`src/inc/seq_pkg.sv`:
```
// Shared constants and types of the supply enable and reset sequencer.
// Assumes one 50 MHz clock and a 12-bit APB byte address.
package seq_pkg;

  typedef enum logic [3:0] {
    ST_SHUTDOWN   = 4'h1,
    ST_STANDBY    = 4'h2,
    ST_RAILS_WAIT = 4'h4,
    ST_OPERATING  = 4'h8
  } seq_state_t;

  // Positions of the comparator outputs in the synchroniser vector
  localparam int SYNC_W        = 8;
  localparam int SY_VIN        = 0;
  localparam int SY_EN_RISE    = 1;
  localparam int SY_EN_FALL    = 2;
  localparam int SY_EN_OPER    = 3;
  localparam int SY_FIVE_RISE  = 4;
  localparam int SY_FIVE_FALL  = 5;
  localparam int SY_THREE_RISE = 6;
  localparam int SY_CORE_RISE  = 7;

  // Strap code upper bounds per index
  localparam int IDX_N = 8;
  localparam logic [7:0] IDX_BOUND [0:IDX_N-1] = '{
    8'h0A, 8'h18, 8'h2A, 8'h3F, 8'h59, 8'h77, 8'h9C, 8'hC9
  };
  localparam logic [3:0] IDX_FW_UPDATE = 4'h8;
  // Per index: second address pair, low logic level
  localparam logic [8:0] ALT_PAIR_MAP  = 9'h05A;
  localparam logic [8:0] LOW_LEVEL_MAP = 9'h0CC;

  localparam logic [6:0] ADDR_A_PAIR0 = 7'h22;
  localparam logic [6:0] ADDR_B_PAIR0 = 7'h26;
  localparam logic [6:0] ADDR_A_PAIR1 = 7'h23;
  localparam logic [6:0] ADDR_B_PAIR1 = 7'h27;

  localparam logic [1:0] BOOT_EEPROM    = 2'h0;
  localparam logic [1:0] BOOT_HOST      = 2'h1;
  localparam logic [1:0] BOOT_FW_UPDATE = 2'h2;

  // Register map
  localparam int ADDR_W = 12;
  localparam logic [11:0] REG_CTRL   = 12'h000;
  localparam logic [11:0] REG_STATUS = 12'h004;
  localparam logic [11:0] REG_CONFIG = 12'h008;
  localparam int CTRL_HOLD_BIT = 0;
  localparam logic [31:0] DATA_ZERO = 32'h0000_0000;

endpackage

```
`src/core/supply_enable_reset_sequencer.sv`:
```
// Supply sequencer: shutdown, standby and operating control, reset
// release, hard reset and power-on strap latch, with an APB slave.
// Assumes asynchronous analog comparator outputs and a strap code from
// an ADC on pclk with a one-cycle valid strobe.
//
// Contract
// - Start only when both undervoltage comparators clear
// - Below standby: regulators and processor off
// - Standby: regulators on, processor off
// - Processor runs when operating and rails up; held in reset while the CTRL hold bit is set
// - Operating level, rail low: regulators on, processor off
// - Hysteresis between shutdown and standby
// - Reset held until five-volt rail rises
// - Hard reset when five-volt rail falls
// - Latch strap code once after power on
// - Strap code to index by upper bounds
// - Index selects address pair, level, boot
`timescale 1ns/100ps

module supply_enable_reset_sequencer
  import seq_pkg::*;
(
  input  wire logic              pclk,
  input  wire logic              presetn,
  input  wire logic              psel,
  input  wire logic              penable,
  input  wire logic              pwrite,
  input  wire logic [ADDR_W-1:0] paddr,
  input  wire logic [31:0]       pwdata,
  output logic      [31:0]       prdata,
  output logic                   pready,
  output logic                   pslverr,
  input  wire logic              vin_uvlo_clear,
  input  wire logic              en_above_standby,
  input  wire logic              en_above_standby_fall,
  input  wire logic              en_above_operating,
  input  wire logic              five_above_rising,
  input  wire logic              five_above_falling,
  input  wire logic              three_above_rising,
  input  wire logic              core_above_rising,
  input  wire logic [7:0]        strap_code,
  input  wire logic              strap_code_valid,
  output logic                   rail_enable,
  output logic                   device_reset_n,
  output logic                   processor_reset_n,
  output logic                   hard_reset,
  output logic      [3:0]        config_index,
  output logic      [6:0]        target_addr_a,
  output logic      [6:0]        target_addr_b,
  output logic                   logic_level_low,
  output logic      [1:0]        boot_mode,
  output logic                   config_valid
);

  logic [SYNC_W-1:0] sync1_r;
  logic [SYNC_W-1:0] sync2_r;
  logic [SYNC_W-1:0] raw_in;

  seq_state_t state_r;
  seq_state_t state_nxt;
  logic       rail_enable_r;
  logic       rail_enable_nxt;
  logic       five_ok_r;
  logic       five_ok_nxt;
  logic       hard_reset_r;
  logic       hard_reset_nxt;
  logic       device_reset_n_r;
  logic       device_reset_n_nxt;
  logic       processor_reset_n_r;
  logic       processor_reset_n_nxt;
  logic       all_rise;

  logic [IDX_N-1:0] over_bound;
  logic [3:0]       idx_calc;
  logic [3:0]       config_index_r;
  logic [3:0]       config_index_nxt;
  logic [6:0]       addr_a_r;
  logic [6:0]       addr_a_nxt;
  logic [6:0]       addr_b_r;
  logic [6:0]       addr_b_nxt;
  logic             level_low_r;
  logic             level_low_nxt;
  logic [1:0]       boot_r;
  logic [1:0]       boot_nxt;
  logic             cfg_valid_r;
  logic             cfg_valid_nxt;

  logic        hold_r;
  logic        hold_nxt;
  logic        pready_r;
  logic        pready_nxt;
  logic        pslverr_r;
  logic        pslverr_nxt;
  logic [31:0] prdata_r;
  logic [31:0] prdata_nxt;
  logic        apb_done;

  // Comparator synchroniser
  assign raw_in = {core_above_rising, three_above_rising,
                   five_above_falling, five_above_rising,
                   en_above_operating, en_above_standby_fall,
                   en_above_standby, vin_uvlo_clear};

  always_ff @(posedge pclk or negedge presetn) begin
    if (!presetn) begin
      sync1_r <= '0;
      sync2_r <= '0;
    end else begin
      sync1_r <= raw_in;
      sync2_r <= sync1_r;
    end
  end

  assign all_rise = sync2_r[SY_FIVE_RISE] && sync2_r[SY_THREE_RISE] &&
                    sync2_r[SY_CORE_RISE];

  // Power state machine
  always_comb begin
    state_nxt = state_r;
    case (state_r)
      ST_SHUTDOWN: begin
        if (sync2_r[SY_VIN] && sync2_r[SY_EN_RISE]) begin
          state_nxt = ST_STANDBY;
        end
      end
      ST_STANDBY: begin
        if (sync2_r[SY_EN_OPER]) begin
          state_nxt = all_rise ? ST_OPERATING : ST_RAILS_WAIT;
        end
      end
      ST_RAILS_WAIT: begin
        if (!sync2_r[SY_EN_OPER]) begin
          state_nxt = ST_STANDBY;
        end else if (all_rise) begin
          state_nxt = ST_OPERATING;
        end
      end
      ST_OPERATING: begin
        if (!sync2_r[SY_EN_OPER]) begin
          state_nxt = ST_STANDBY;
        end else if (!all_rise) begin
          state_nxt = ST_RAILS_WAIT;
        end
      end
      default: begin
        state_nxt = ST_SHUTDOWN;
      end
    endcase
    // Falling threshold is lower than the entry threshold
    if (state_r != ST_SHUTDOWN &&
        (!sync2_r[SY_VIN] || !sync2_r[SY_EN_FALL])) begin
      state_nxt = ST_SHUTDOWN;
    end
    rail_enable_nxt = (state_nxt != ST_SHUTDOWN);
    // Five-volt good with its own rising and falling levels
    five_ok_nxt = five_ok_r;
    if (!rail_enable_nxt || !sync2_r[SY_FIVE_FALL]) begin
      five_ok_nxt = 1'b0;
    end else if (sync2_r[SY_FIVE_RISE]) begin
      five_ok_nxt = 1'b1;
    end
    hard_reset_nxt = !sync2_r[SY_FIVE_FALL];
    device_reset_n_nxt = five_ok_nxt && !hard_reset_nxt;
    processor_reset_n_nxt = (state_nxt == ST_OPERATING) &&
                            device_reset_n_nxt && !hold_r;
  end

  always_ff @(posedge pclk or negedge presetn) begin
    if (!presetn) begin
      state_r             <= ST_SHUTDOWN;
      rail_enable_r       <= 1'b0;
      five_ok_r           <= 1'b0;
      hard_reset_r        <= 1'b1;
      device_reset_n_r    <= 1'b0;
      processor_reset_n_r <= 1'b0;
    end else begin
      state_r             <= state_nxt;
      rail_enable_r       <= rail_enable_nxt;
      five_ok_r           <= five_ok_nxt;
      hard_reset_r        <= hard_reset_nxt;
      device_reset_n_r    <= device_reset_n_nxt;
      processor_reset_n_r <= processor_reset_n_nxt;
    end
  end

  // Strap code decode: one compare per upper bound
  genvar gi;
  generate
    for (gi = 0; gi < IDX_N; gi++) begin : g_bound
      assign over_bound[gi] = (strap_code > IDX_BOUND[gi]);
    end
  endgenerate

  always_comb begin
    idx_calc = 4'h0;
    for (int i = 0; i < IDX_N; i++) begin
      idx_calc = idx_calc + {3'h0, over_bound[i]};
    end
  end

  // Strap latch: taken once per power on, set wins over clear
  always_comb begin
    config_index_nxt = config_index_r;
    addr_a_nxt       = addr_a_r;
    addr_b_nxt       = addr_b_r;
    level_low_nxt    = level_low_r;
    boot_nxt         = boot_r;
    cfg_valid_nxt    = cfg_valid_r;
    if (!cfg_valid_r && strap_code_valid && device_reset_n_r) begin
      cfg_valid_nxt    = 1'b1;
      config_index_nxt = idx_calc;
      if (ALT_PAIR_MAP[idx_calc]) begin
        addr_a_nxt = ADDR_A_PAIR1;
        addr_b_nxt = ADDR_B_PAIR1;
      end else begin
        addr_a_nxt = ADDR_A_PAIR0;
        addr_b_nxt = ADDR_B_PAIR0;
      end
      level_low_nxt = LOW_LEVEL_MAP[idx_calc];
      if (idx_calc == IDX_FW_UPDATE) begin
        boot_nxt = BOOT_FW_UPDATE;
      end else if (idx_calc[0]) begin
        boot_nxt = BOOT_HOST;
      end else begin
        boot_nxt = BOOT_EEPROM;
      end
    end else if (hard_reset_r) begin
      cfg_valid_nxt = 1'b0;
    end
  end

  always_ff @(posedge pclk or negedge presetn) begin
    if (!presetn) begin
      config_index_r <= 4'h0;
      addr_a_r       <= ADDR_A_PAIR0;
      addr_b_r       <= ADDR_B_PAIR0;
      level_low_r    <= 1'b0;
      boot_r         <= BOOT_EEPROM;
      cfg_valid_r    <= 1'b0;
    end else begin
      config_index_r <= config_index_nxt;
      addr_a_r       <= addr_a_nxt;
      addr_b_r       <= addr_b_nxt;
      level_low_r    <= level_low_nxt;
      boot_r         <= boot_nxt;
      cfg_valid_r    <= cfg_valid_nxt;
    end
  end

  // APB slave: one wait state, unmapped address answers with an error
  assign apb_done = psel && penable && pready_r;

  always_comb begin
    pready_nxt  = psel && penable && !pready_r;
    pslverr_nxt = 1'b0;
    prdata_nxt  = DATA_ZERO;
    hold_nxt    = hold_r;
    if (psel && penable && !pready_r) begin
      case (paddr)
        REG_CTRL: begin
          prdata_nxt = {31'h0000_0000, hold_r};
        end
        REG_STATUS: begin
          prdata_nxt = {18'h0_0000, cfg_valid_r, five_ok_r,
                        sync2_r, state_r};
        end
        REG_CONFIG: begin
          prdata_nxt = {cfg_valid_r, 10'h000, boot_r, level_low_r,
                        addr_b_r, addr_a_r, config_index_r};
        end
        default: begin
          pslverr_nxt = 1'b1;
        end
      endcase
    end
    if (apb_done && pwrite && paddr == REG_CTRL) begin
      hold_nxt = pwdata[CTRL_HOLD_BIT];
    end
  end

  always_ff @(posedge pclk or negedge presetn) begin
    if (!presetn) begin
      pready_r  <= 1'b0;
      pslverr_r <= 1'b0;
      prdata_r  <= DATA_ZERO;
      hold_r    <= 1'b0;
    end else begin
      pready_r  <= pready_nxt;
      pslverr_r <= pslverr_nxt;
      prdata_r  <= prdata_nxt;
      hold_r    <= hold_nxt;
    end
  end

  assign prdata            = prdata_r;
  assign pready            = pready_r;
  assign pslverr           = pslverr_r;
  assign rail_enable       = rail_enable_r;
  assign device_reset_n    = device_reset_n_r;
  assign processor_reset_n = processor_reset_n_r;
  assign hard_reset        = hard_reset_r;
  assign config_index      = config_index_r;
  assign target_addr_a     = addr_a_r;
  assign target_addr_b     = addr_b_r;
  assign logic_level_low   = level_low_r;
  assign boot_mode         = boot_r;
  assign config_valid      = cfg_valid_r;

  startup_gate_a: assert property (
    @(posedge pclk) disable iff (!presetn)
    $rose(rail_enable_r) |-> $past(sync2_r[SY_VIN] && sync2_r[SY_EN_RISE]))
    else $error("rails enabled without both undervoltage clears");

  shutdown_off_a: assert property (
    @(posedge pclk) disable iff (!presetn)
    (state_r == ST_SHUTDOWN) |-> !rail_enable_r && !processor_reset_n_r)
    else $error("rail or processor on in shutdown");

  standby_off_a: assert property (
    @(posedge pclk) disable iff (!presetn)
    (state_r == ST_STANDBY) |-> rail_enable_r && !processor_reset_n_r)
    else $error("standby output mismatch");

  proc_run_a: assert property (
    @(posedge pclk) disable iff (!presetn)
    processor_reset_n_r |-> $past(sync2_r[SY_EN_OPER] && all_rise))
    else $error("processor released without operating conditions");

  rails_wait_a: assert property (
    @(posedge pclk) disable iff (!presetn)
    (state_r == ST_RAILS_WAIT) |-> rail_enable_r && !processor_reset_n_r)
    else $error("rail wait output mismatch");

  enable_hyst_a: assert property (
    @(posedge pclk) disable iff (!presetn)
    (state_r != ST_SHUTDOWN && sync2_r[SY_VIN] && sync2_r[SY_EN_FALL])
    |=> (state_r != ST_SHUTDOWN))
    else $error("shutdown entered above falling enable level");

  reset_release_a: assert property (
    @(posedge pclk) disable iff (!presetn)
    $rose(device_reset_n_r) |-> $past(sync2_r[SY_FIVE_RISE]))
    else $error("reset released before five-volt rising level");

  hard_reset_a: assert property (
    @(posedge pclk) disable iff (!presetn)
    !sync2_r[SY_FIVE_FALL] |=> hard_reset_r && !device_reset_n_r)
    else $error("no hard reset on five-volt collapse");

  strap_latch_a: assert property (
    @(posedge pclk) disable iff (!presetn)
    $rose(cfg_valid_r) |-> config_index_r == $past(idx_calc) &&
    $past(strap_code_valid && device_reset_n_r))
    else $error("strap latch mismatch");

  open_index_a: assert property (
    @(posedge pclk) disable iff (!presetn)
    (!cfg_valid_r && strap_code_valid && device_reset_n_r &&
     strap_code <= IDX_BOUND[0]) |=> config_index_r == 4'h0)
    else $error("open strap did not give index zero");

  addr_pair_a: assert property (
    @(posedge pclk) disable iff (!presetn)
    cfg_valid_r |->
    target_addr_b == target_addr_a + (ADDR_B_PAIR0 - ADDR_A_PAIR0))
    else $error("target address pair mismatch");

  sync_delay_a: assert property (
    @(posedge pclk) disable iff (!presetn)
    $rose(sync2_r[SY_VIN]) |-> $past(sync1_r[SY_VIN]))
    else $error("synchroniser stage skipped");

endmodule

```
`config.mk`:
```
export PLATFORM = sky130hd
export DESIGN_NAME = supply_enable_reset_sequencer
export DESIGN_NICKNAME = d
export VERILOG_FILES = /design/src/inc/seq_pkg.sv /design/src/core/supply_enable_reset_sequencer.sv
export SDC_FILE = /design/constraint.sdc
export NUM_CORES = 1
export LEC_CHECK = 0
export BUFFER_PORTS_ARGS = -buffer_cell sky130_fd_sc_hd__buf_2
export CORE_MARGIN = 10
export CORE_UTILIZATION = 40
export CTS_CLUSTER_SIZE = 40
export DETAILED_ROUTE_END_ITERATION = 10
export PLACE_DENSITY = 0.7
export SETUP_SLACK_MARGIN = 0.02
export SLEW_MARGIN = 25
export SYNTH_ARGS = -nofsm -noshare
export SYNTH_HDL_FRONTEND = slang
export SYNTH_SLANG_ARGS = --single-unit
export TNS_END_PERCENT = 10
```
`constraint.sdc`:
```
create_clock -name pclk -period 2.4 [get_ports pclk]
set_input_delay 0.24 -clock pclk [delete_from_list [all_inputs] [get_ports pclk]]
set_output_delay 0.24 -clock pclk [all_outputs]
set_load 0.05 [all_outputs]
```
==> reports/summary.txt, run 1 <==
Run status -> complete, but fails checks
Failing checks -> setup timing
Dpl cells -> 364
Wire per inst -> 14.90 µm
CP arrival -> 3.81 ns
FILL cells -> 581
Maximum buffer depth of the clock tree -> 2
Nets -> 370
Post-Route WL -> 5558 µm
Cells after Synth -> 213
CTS tree -> built
Slew Limit Headroom -> 64.96%
Via-per-instance ratio -> 4.705
Crit start category -> input pin
Leak -> 1.612 nW
R2R cell count -> 3
Top-area cell type share of the netlist area -> 52.63%
Cell Area, Placed -> 2943 µm²
CTS H-tree depth -> 2
Most used DFF post-synth -> dfrtp_1
Drt drc -> 0
Drt pass-1 iters -> 4
Largest area contributor in the netlist -> dfrtp_1
Gpl congestion -> 0.7902
Fin Setup TNS -> -7.132 ns
Hold WC Path Type -> input pin to register
Power after layout -> 0.002308 W
XOR/XNOR Fraction of Synth Area -> 1.043%
WP data required -> 2.59 ns
Layout cells sized above 1 -> 37.25%
Initial Util -> 41.82%
Die height -> 99.37 µm
Critical path cell sequence -> buf_6, or4b_4, nor3b_2, o21ai_1, fa_1, inv_2, fa_1, inv_2, fa_2, ha_4, fa_2, xor2_2, nor2_1, a32o_2
Cell area after layout -> 3078 µm²
YS warnings -> 0
Most numerous cell in the Yosys netlist -> dfrtp_1
Worst Setup Slack, final -> -1.219 ns
Clock sink count -> 55
Clk slew on worst S/H paths -> 0.10 ns
Pre-CTS setup slack -> -1.593 ns
Pwr/cell area -> 749.9 nW/µm²
Die Area -> 9874 µm²
FFs w/ async S/R, synth -> 100.0%
Layout Cells excl Fill -> 373
# diodes -> 0
Chip width -> 99.37 µm
Syn Std Cell Area -> 2520 µm²
# port buffers -> 69
Mean Syn Cell Area -> 11.83 µm²
Routed vias -> 1755
Crit path time final -> 3.619 ns
CP delay by family, top -> adder cells
Max incr delay on CP -> 0.54 ns
Worst-path maximum fanout -> 2
Tot GR Track Use -> 11.04%
Vias in the first global route -> 1865
Synth Register Bits -> 55
Critical path type -> input pin to register
Clock root cell -> clkbuf_8
Crit. End Element -> register
First-pass GRT wire length -> 9121 µm
GRT overflow -> 0
Maximum VDD drop -> 0.7125 mV
Library cells used by synthesis -> 51
Met3 wire length -> 479 µm
Largest family of logic cells by synthesized area -> simple AND/OR/NAND/NOR gates
Actual slew at the worst max-slew pin -> 0.5212 ns
Final setup violation count -> 7
Fin. Hold Viols -> 0
Number of synthesized flops with an enable pin -> 0
Largest net degree at the start of global routing -> 37
Reg2reg setup slack -> 1.02 ns
Clock latency at the later pin of the worst-skew pair -> 0.30 ns
Max Cap Violations -> 0
Crit share post-route -> 150.8%
Fraction of synthesized area in multiplexers -> 1.787%
Setup Buffers After CTS -> 0
Detailed Route Iter0 Violations -> 89
CP max-delay cell -> or4b_4
Met2 WL -> 2838 µm
Post-synth top cells -> dfrtp_1 (53), buf_4 (28), nand2_1 (15)
Clock skew -> 0.006232 ns
Initial antenna violation count -> 0
Post-DP HPWL -> 4570 µm
CP bufs+invs -> 3
IO Pins -> 126
RSZ-0062 raised after global routing -> true
Hold depth -> 1
Layout area overhead -> 22.14%
CP Depth -> 14
Max Clk Rate -> 276.3 MHz
Synth Area in Compound Gates -> 9.782%
Area of the core -> 6026 µm²
Final antenna-violating net count -> 0
Num rows -> 28
Synth Area in Simple Gates -> 17.73%
Wire length on met1 -> 2229 µm
Final Max Tran Viols -> 0
Seq/Total Area, Yosys -> 54.72%
Synth top area cells -> dfrtp_1 (53%), buf_4 (8.3%), fa_1 (3.2%)
Top sig layer -> met4
Synthesized-area fraction occupied by adder cells -> 4.667%
CTS buffer count -> 5
[layout by cell type, fill, tap and decap left out, drive strengths merged, types with 5 or more instances in the layout]
cell type	n
a21oi	10
clkbuf	6
buf	82
nor2	11
dfrtp	53
nand2	15
o21ai	8
inv	9
conb	25
and2	10
a21o	5
[path summary, 6_finish.rpt]
check	endpoint	from
min in group asynchronous	sync1_r[5]$_DFF_PN0_	presetn
min reg2reg	sync2_r[1]$_DFF_PN0_	sync1_r[1]$_DFF_PN0_
max in group asynchronous	state_r[0]$_DFF_PN1_	presetn
max reg2reg	state_r[1]$_DFF_PN0_	state_r[0]$_DFF_PN1_
min	sync1_r[0]$_DFF_PN0_	vin_uvlo_clear
max	boot_mode[1]$_DFFE_PN0P_	strap_code[7]
[worst register-to-register path: stages, from the launching register on]
cell,delay [ns]
dfstp_2,0.61
nand4b_1,0.10
or3_1,0.38
a32oi_1,0.20
[state kept, by name, summed over array words and instances (netlist names)]
| register | cells |
|---|---|
| boot_mode | 1 |
| config_index | 4 |
| config_valid | 1 |
| device_reset_n | 1 |
| five_ok_r | 1 |
| hard_reset | 1 |
| hold_r | 1 |
| logic_level_low | 1 |
| prdata | 19 |
| pready | 1 |
| processor_reset_n | 1 |
| pslverr | 1 |
| rail_enable | 1 |
| state_r | 4 |
| sync1_r | 8 |
| sync2_r | 8 |
| target_addr_b | 1 |
[final cells by class]
class / instances / area, µm² / share of cell area [%]
clock inverter: 2 / 20.02 / 0.6504
inverter: 8 / 30.03 / 0.9756
timing repair buffer: 83 / 459.2 / 14.92
multi-input combinational: 144 / 1013 / 32.93
sequential: 55 / 1379 / 44.80
clock buffer: 6 / 82.58 / 2.683
tap: 75 / 93.84 / 3.049
[report_power, final]
| group | internal, W | total, W | leakage [nW] | switching [W] |
|---|---|---|---|---|
| registers | 0.000995 | 0.00106 | 0.712 | 0.0000639 |
| logic | 0.000199 | 0.000707 | 0.847 | 0.000508 |
| clock network | 0.000243 | 0.000543 | 0.0533 | 0.000299 |
[through the flow]
stage | hold WS (ns) | util (%)
floorplan | -0.05559 | -
global placement | 0.1904 | 48.84
detailed placement | 0.2008 | 48.84
CTS | 0.02368 | 50.98
global route | 0.004704 | 51.08
finish | 0.03517 | 51.08
[routing by layer]
layer	global-route usage, %	vias up
li1	-	856
met1	12.65	838
met2	18.69	59
met3	5.052	2
met4	1.874	0
met5	0	-
[logic make-up after synthesis]
logic type | after synthesis
adder cells (fa/ha/maj) | 7
XOR/XNOR | 3
multiplexers | 4
flip-flops | 55
AND/OR/NAND/NOR | 68
other | 2
AO/OA/AOI/OAI | 37
buffers and inverters | 37
[what timing repair did]
item / CTS / global route
resized for setup: 6 / 2
hold buffers: 1 / 0
setup endpoints to repair: 7 / 7
pin swaps: 0 / 1
hold endpoints to repair: 19 / 0
Power figures use the tool's default switching activity.
==> run 2, diff against run 1 <==
- REMOVE_ABC_BUFFERS: not set -> 1
- clock period: 2.4 -> 4.4 ns (I/O delays scaled with it)
==> run 2 against run 1 <==
Global-route usage grew 0.32 points. Die area is the same. Combinational power shrank 49%. The run now ends clean. Clock power shrank 49%. Clock skew grew 0.0079 ns. Largest cell class unchanged. Via count grew 0.51%. Non-clock buffer count shrank 13. First-iteration DRC count is the same.
==> reports/summary.txt, run 2 (synthesis gave the netlist of run 1 again) <==
# diodes -> 0 (unchanged)
Post-DP HPWL -> 4321 µm (-5.5%)
R2R cell count -> 3 (unchanged)
Gpl congestion -> 0.8275 (+4.7%)
Die Area -> 9874 µm² (unchanged)
Post-Route WL -> 5568 µm (+0.18%)
Area of the core -> 6026 µm² (unchanged)
First-pass GRT wire length -> 9156 µm (+0.38%)
Worst Setup Slack, final -> 0.3324 ns (+1.552 ns)
Max incr delay on CP -> 0.55 ns (about the same)
Drt drc -> 0 (unchanged)
Critical path type -> input pin to register
Wire per inst -> 15.51 µm (+4.1%)
CTS buffer count -> 5 (unchanged)
Reg2reg setup slack -> 2.94 ns (+1.92 ns)
Slew Limit Headroom -> 55.89% (-9.1 points)
Post_cts resized -> 0 (-6)
Register share of total power -> 47.2% (+1.3 points)
CTS tree -> built
Commonest non-fill, non-tap cells in the layout -> buf_2 (69), dfrtp_1 (53), conb_1 (25), nand2_1 (15), nor2_1 (11)
Setup Buffers After CTS -> 0 (unchanged)
Max Cap Violations -> 0 (unchanged)
GRT overflow -> 0 (unchanged)
Drt pass-1 iters -> 6 (+2)
Clock root cell -> clkbuf_8
Maximum buffer depth of the clock tree -> 2 (unchanged)
Worst r2r src -> state_r[2]$_DFF_PN0_
Critical path cell sequence -> buf_2, or4b_1, nor3b_1, o21ai_1, fa_1, inv_1, fa_1, inv_1, fa_1, ha_1, fa_1, xor2_1, nor2_1, a32o_1
IO Pins -> 126 (unchanged)
Initial Util -> 41.82% (unchanged)
Pwr/cell area -> 416.6 nW/µm² (-44%)
Clock sink count -> 55 (unchanged)
Largest net degree at the start of global routing -> 56 (+51%)
P_sw -> 0.0004717 W (-46%)
Clk slew on worst S/H paths -> 0.10 ns (about the same)
Detailed Route Iter0 Violations -> 89 (unchanged)
CP Launch Point -> strap_code[7]
Reg-to-reg critical path endpoint -> processor_reset_n$_DFF_PN0_
GR Layer Usage met3 -> 5.190% (+0.14 points)
Layout area overhead -> 15.79%
CTS H-tree depth -> 2 (unchanged)
Final Max Tran Viols -> 0 (unchanged)
Run status -> completed
Worst Setup EP -> boot_mode[1]$_DFFE_PN0P_
Layout cells sized above 1 -> 30.99% (-6.3 points)
Routed vias -> 1764 (+0.51%)
Pre-CTS setup slack -> 0.04859 ns (+1.642 ns)
Int Power -> 0.0007439 W (-48%)
Crit. End Element -> register
Fin Setup TNS -> 0 ns (+7.132 ns)
Leak -> 1.531 nW (-5.0%)
Final setup violation count -> 0 (-7)
Actual slew at the worst max-slew pin -> 0.6616 ns (+0.1404 ns)
Final antenna-violating net count -> 0 (unchanged)
Clock skew -> 0.01418 ns (+0.007950 ns)
Tot GR Track Use -> 11.36% (+0.32 points)
Clock share of power -> 22.8% (-0.7 points)
RSZ-0062 raised after global routing -> false
Largest register FFs -> 19 (unchanged)
Die height -> 99.37 µm (unchanged)
Initial antenna violation count -> 0 (unchanged)
Nets -> 357 (-3.5%)
CP max-delay cell -> or4b_1
Final Core Density -> 48.42% (-2.7 points)
Net Sw Frac -> 38.80% (+1.1 points)
# port buffers -> 69 (unchanged)
Hold_buf cts -> 0 (-1)
M2 GR Usage -> 17.43% (-1.3 points)
CP arrival -> 4.27 ns (+0.46 ns)
Crit path time final -> 4.068 ns
Most common cell after layout, fill and taps aside -> buf_2
Crit share post-route -> 92.44%
Power after layout -> 0.001216 W (-47%)
Crit start category -> input pin
Chip width -> 99.37 µm (unchanged)
Clock latency at the later pin of the worst-skew pair -> 0.32 ns (+0.02 ns)
Maximum VDD drop -> 0.3026 mV (-58%)
Max Clk Rate -> 245.8 MHz
Comb pwr share -> 30.0% (-0.6 points)
Worst-path maximum fanout -> 7 (+5)
Num rows -> 28 (unchanged)
Hold WC Path Type -> input pin to register
Vias in the first global route -> 1912 (+2.5%)
Met1 Track Usage GR -> 13.21% (+0.56 points)
Hold WS -> 0.2177 ns (+0.1825 ns)
Via-per-instance ratio -> 4.914 (+4.4%)
Most frequent CP cell -> fa_1
WP data required -> 4.60 ns (+2.01 ns)
Fin. Hold Viols -> 0 (unchanged)
GRT busiest layer -> met2
run 2: cell count changes in the layout (fill, tap and decap cells not counted), moves of 2 or more:
cell,delta
buf_4,-12
fa_1,+2
fa_2,-2
inv_1,+2
inv_2,-2
run 2: area by class of cell:
| cell class | instances | area [µm²] |
|---|---|---|
| Multi-Input combinational cell | 144 | 975.9 |
| Timing Repair Buffer | 70 | 352.8 |
| Sequential cell | 55 | 1379 |
| Fill cell | 571 | 3108 |
| Clock buffer | 5 | 68.82 |
| Clock inverter | 2 | 17.52 |
| Inverter | 8 | 30.03 |
| Tap cell | 75 | 93.84 |
run 2: routing by layer:
metal	vias up	wire, µm	part of all wire [%]
met5	-	0	0
met3	18	423	7.6
met2	70	2654	48
met1	846	2298	41
met4	0	191	3.4
li1	830	-	-
run 2: power groups by stage:
stage | clock (W) | combinational (W) | sequential, W
global placement | 0 | 0.000358 | 0.000584
detailed placement | 0 | 0.000362 | 0.000585
CTS | 0.000285 | 0.000365 | 0.000575
floorplan | 0 | 0.000136 | 0.000707
global route | 0.000314 | 0.000388 | 0.000581
finish | 0.000277 | 0.000364 | 0.000574
run 2: worst min path at each step:
stage / cells past startpoint / startpoint / slack (ns) / endpoint
after floorplan: 0 / presetn / 0.14 / boot_mode[1]$_DFFE_PN0P_
after global placement: 0 / sync1_r[7]$_DFF_PN0_ / 0.33 / sync2_r[7]$_DFF_PN0_
after detailed placement: 0 / sync1_r[1]$_DFF_PN0_ / 0.33 / sync2_r[1]$_DFF_PN0_
after CTS: 1 / vin_uvlo_clear / 0.22 / sync1_r[0]$_DFF_PN0_
after global routing: 1 / en_above_standby_fall / 0.20 / sync1_r[2]$_DFF_PN0_
final: 1 / en_above_operating / 0.22 / sync1_r[3]$_DFF_PN0_
run 2: worst max-delay path, delay by kind of cell:
kind / cells / cell delay, ns
xor gates and xnor gates: 1 / 0.24
AOI/OAI and AO/OA: 2 / 0.37
adders and majority gates: 5 / 2.13
and+or+nand+nor: 3 / 0.84
buffers and inverters: 3 / 0.25
run 2: stage by stage:
step           cell area [µm²]  std cells
2_1_floorplan             2385        207
3_3_place_gp              2831        352
3_5_place_dp              2831        352
4_1_cts                   2918        359
5_1_grt                   2918        359
6_report                  2918        359
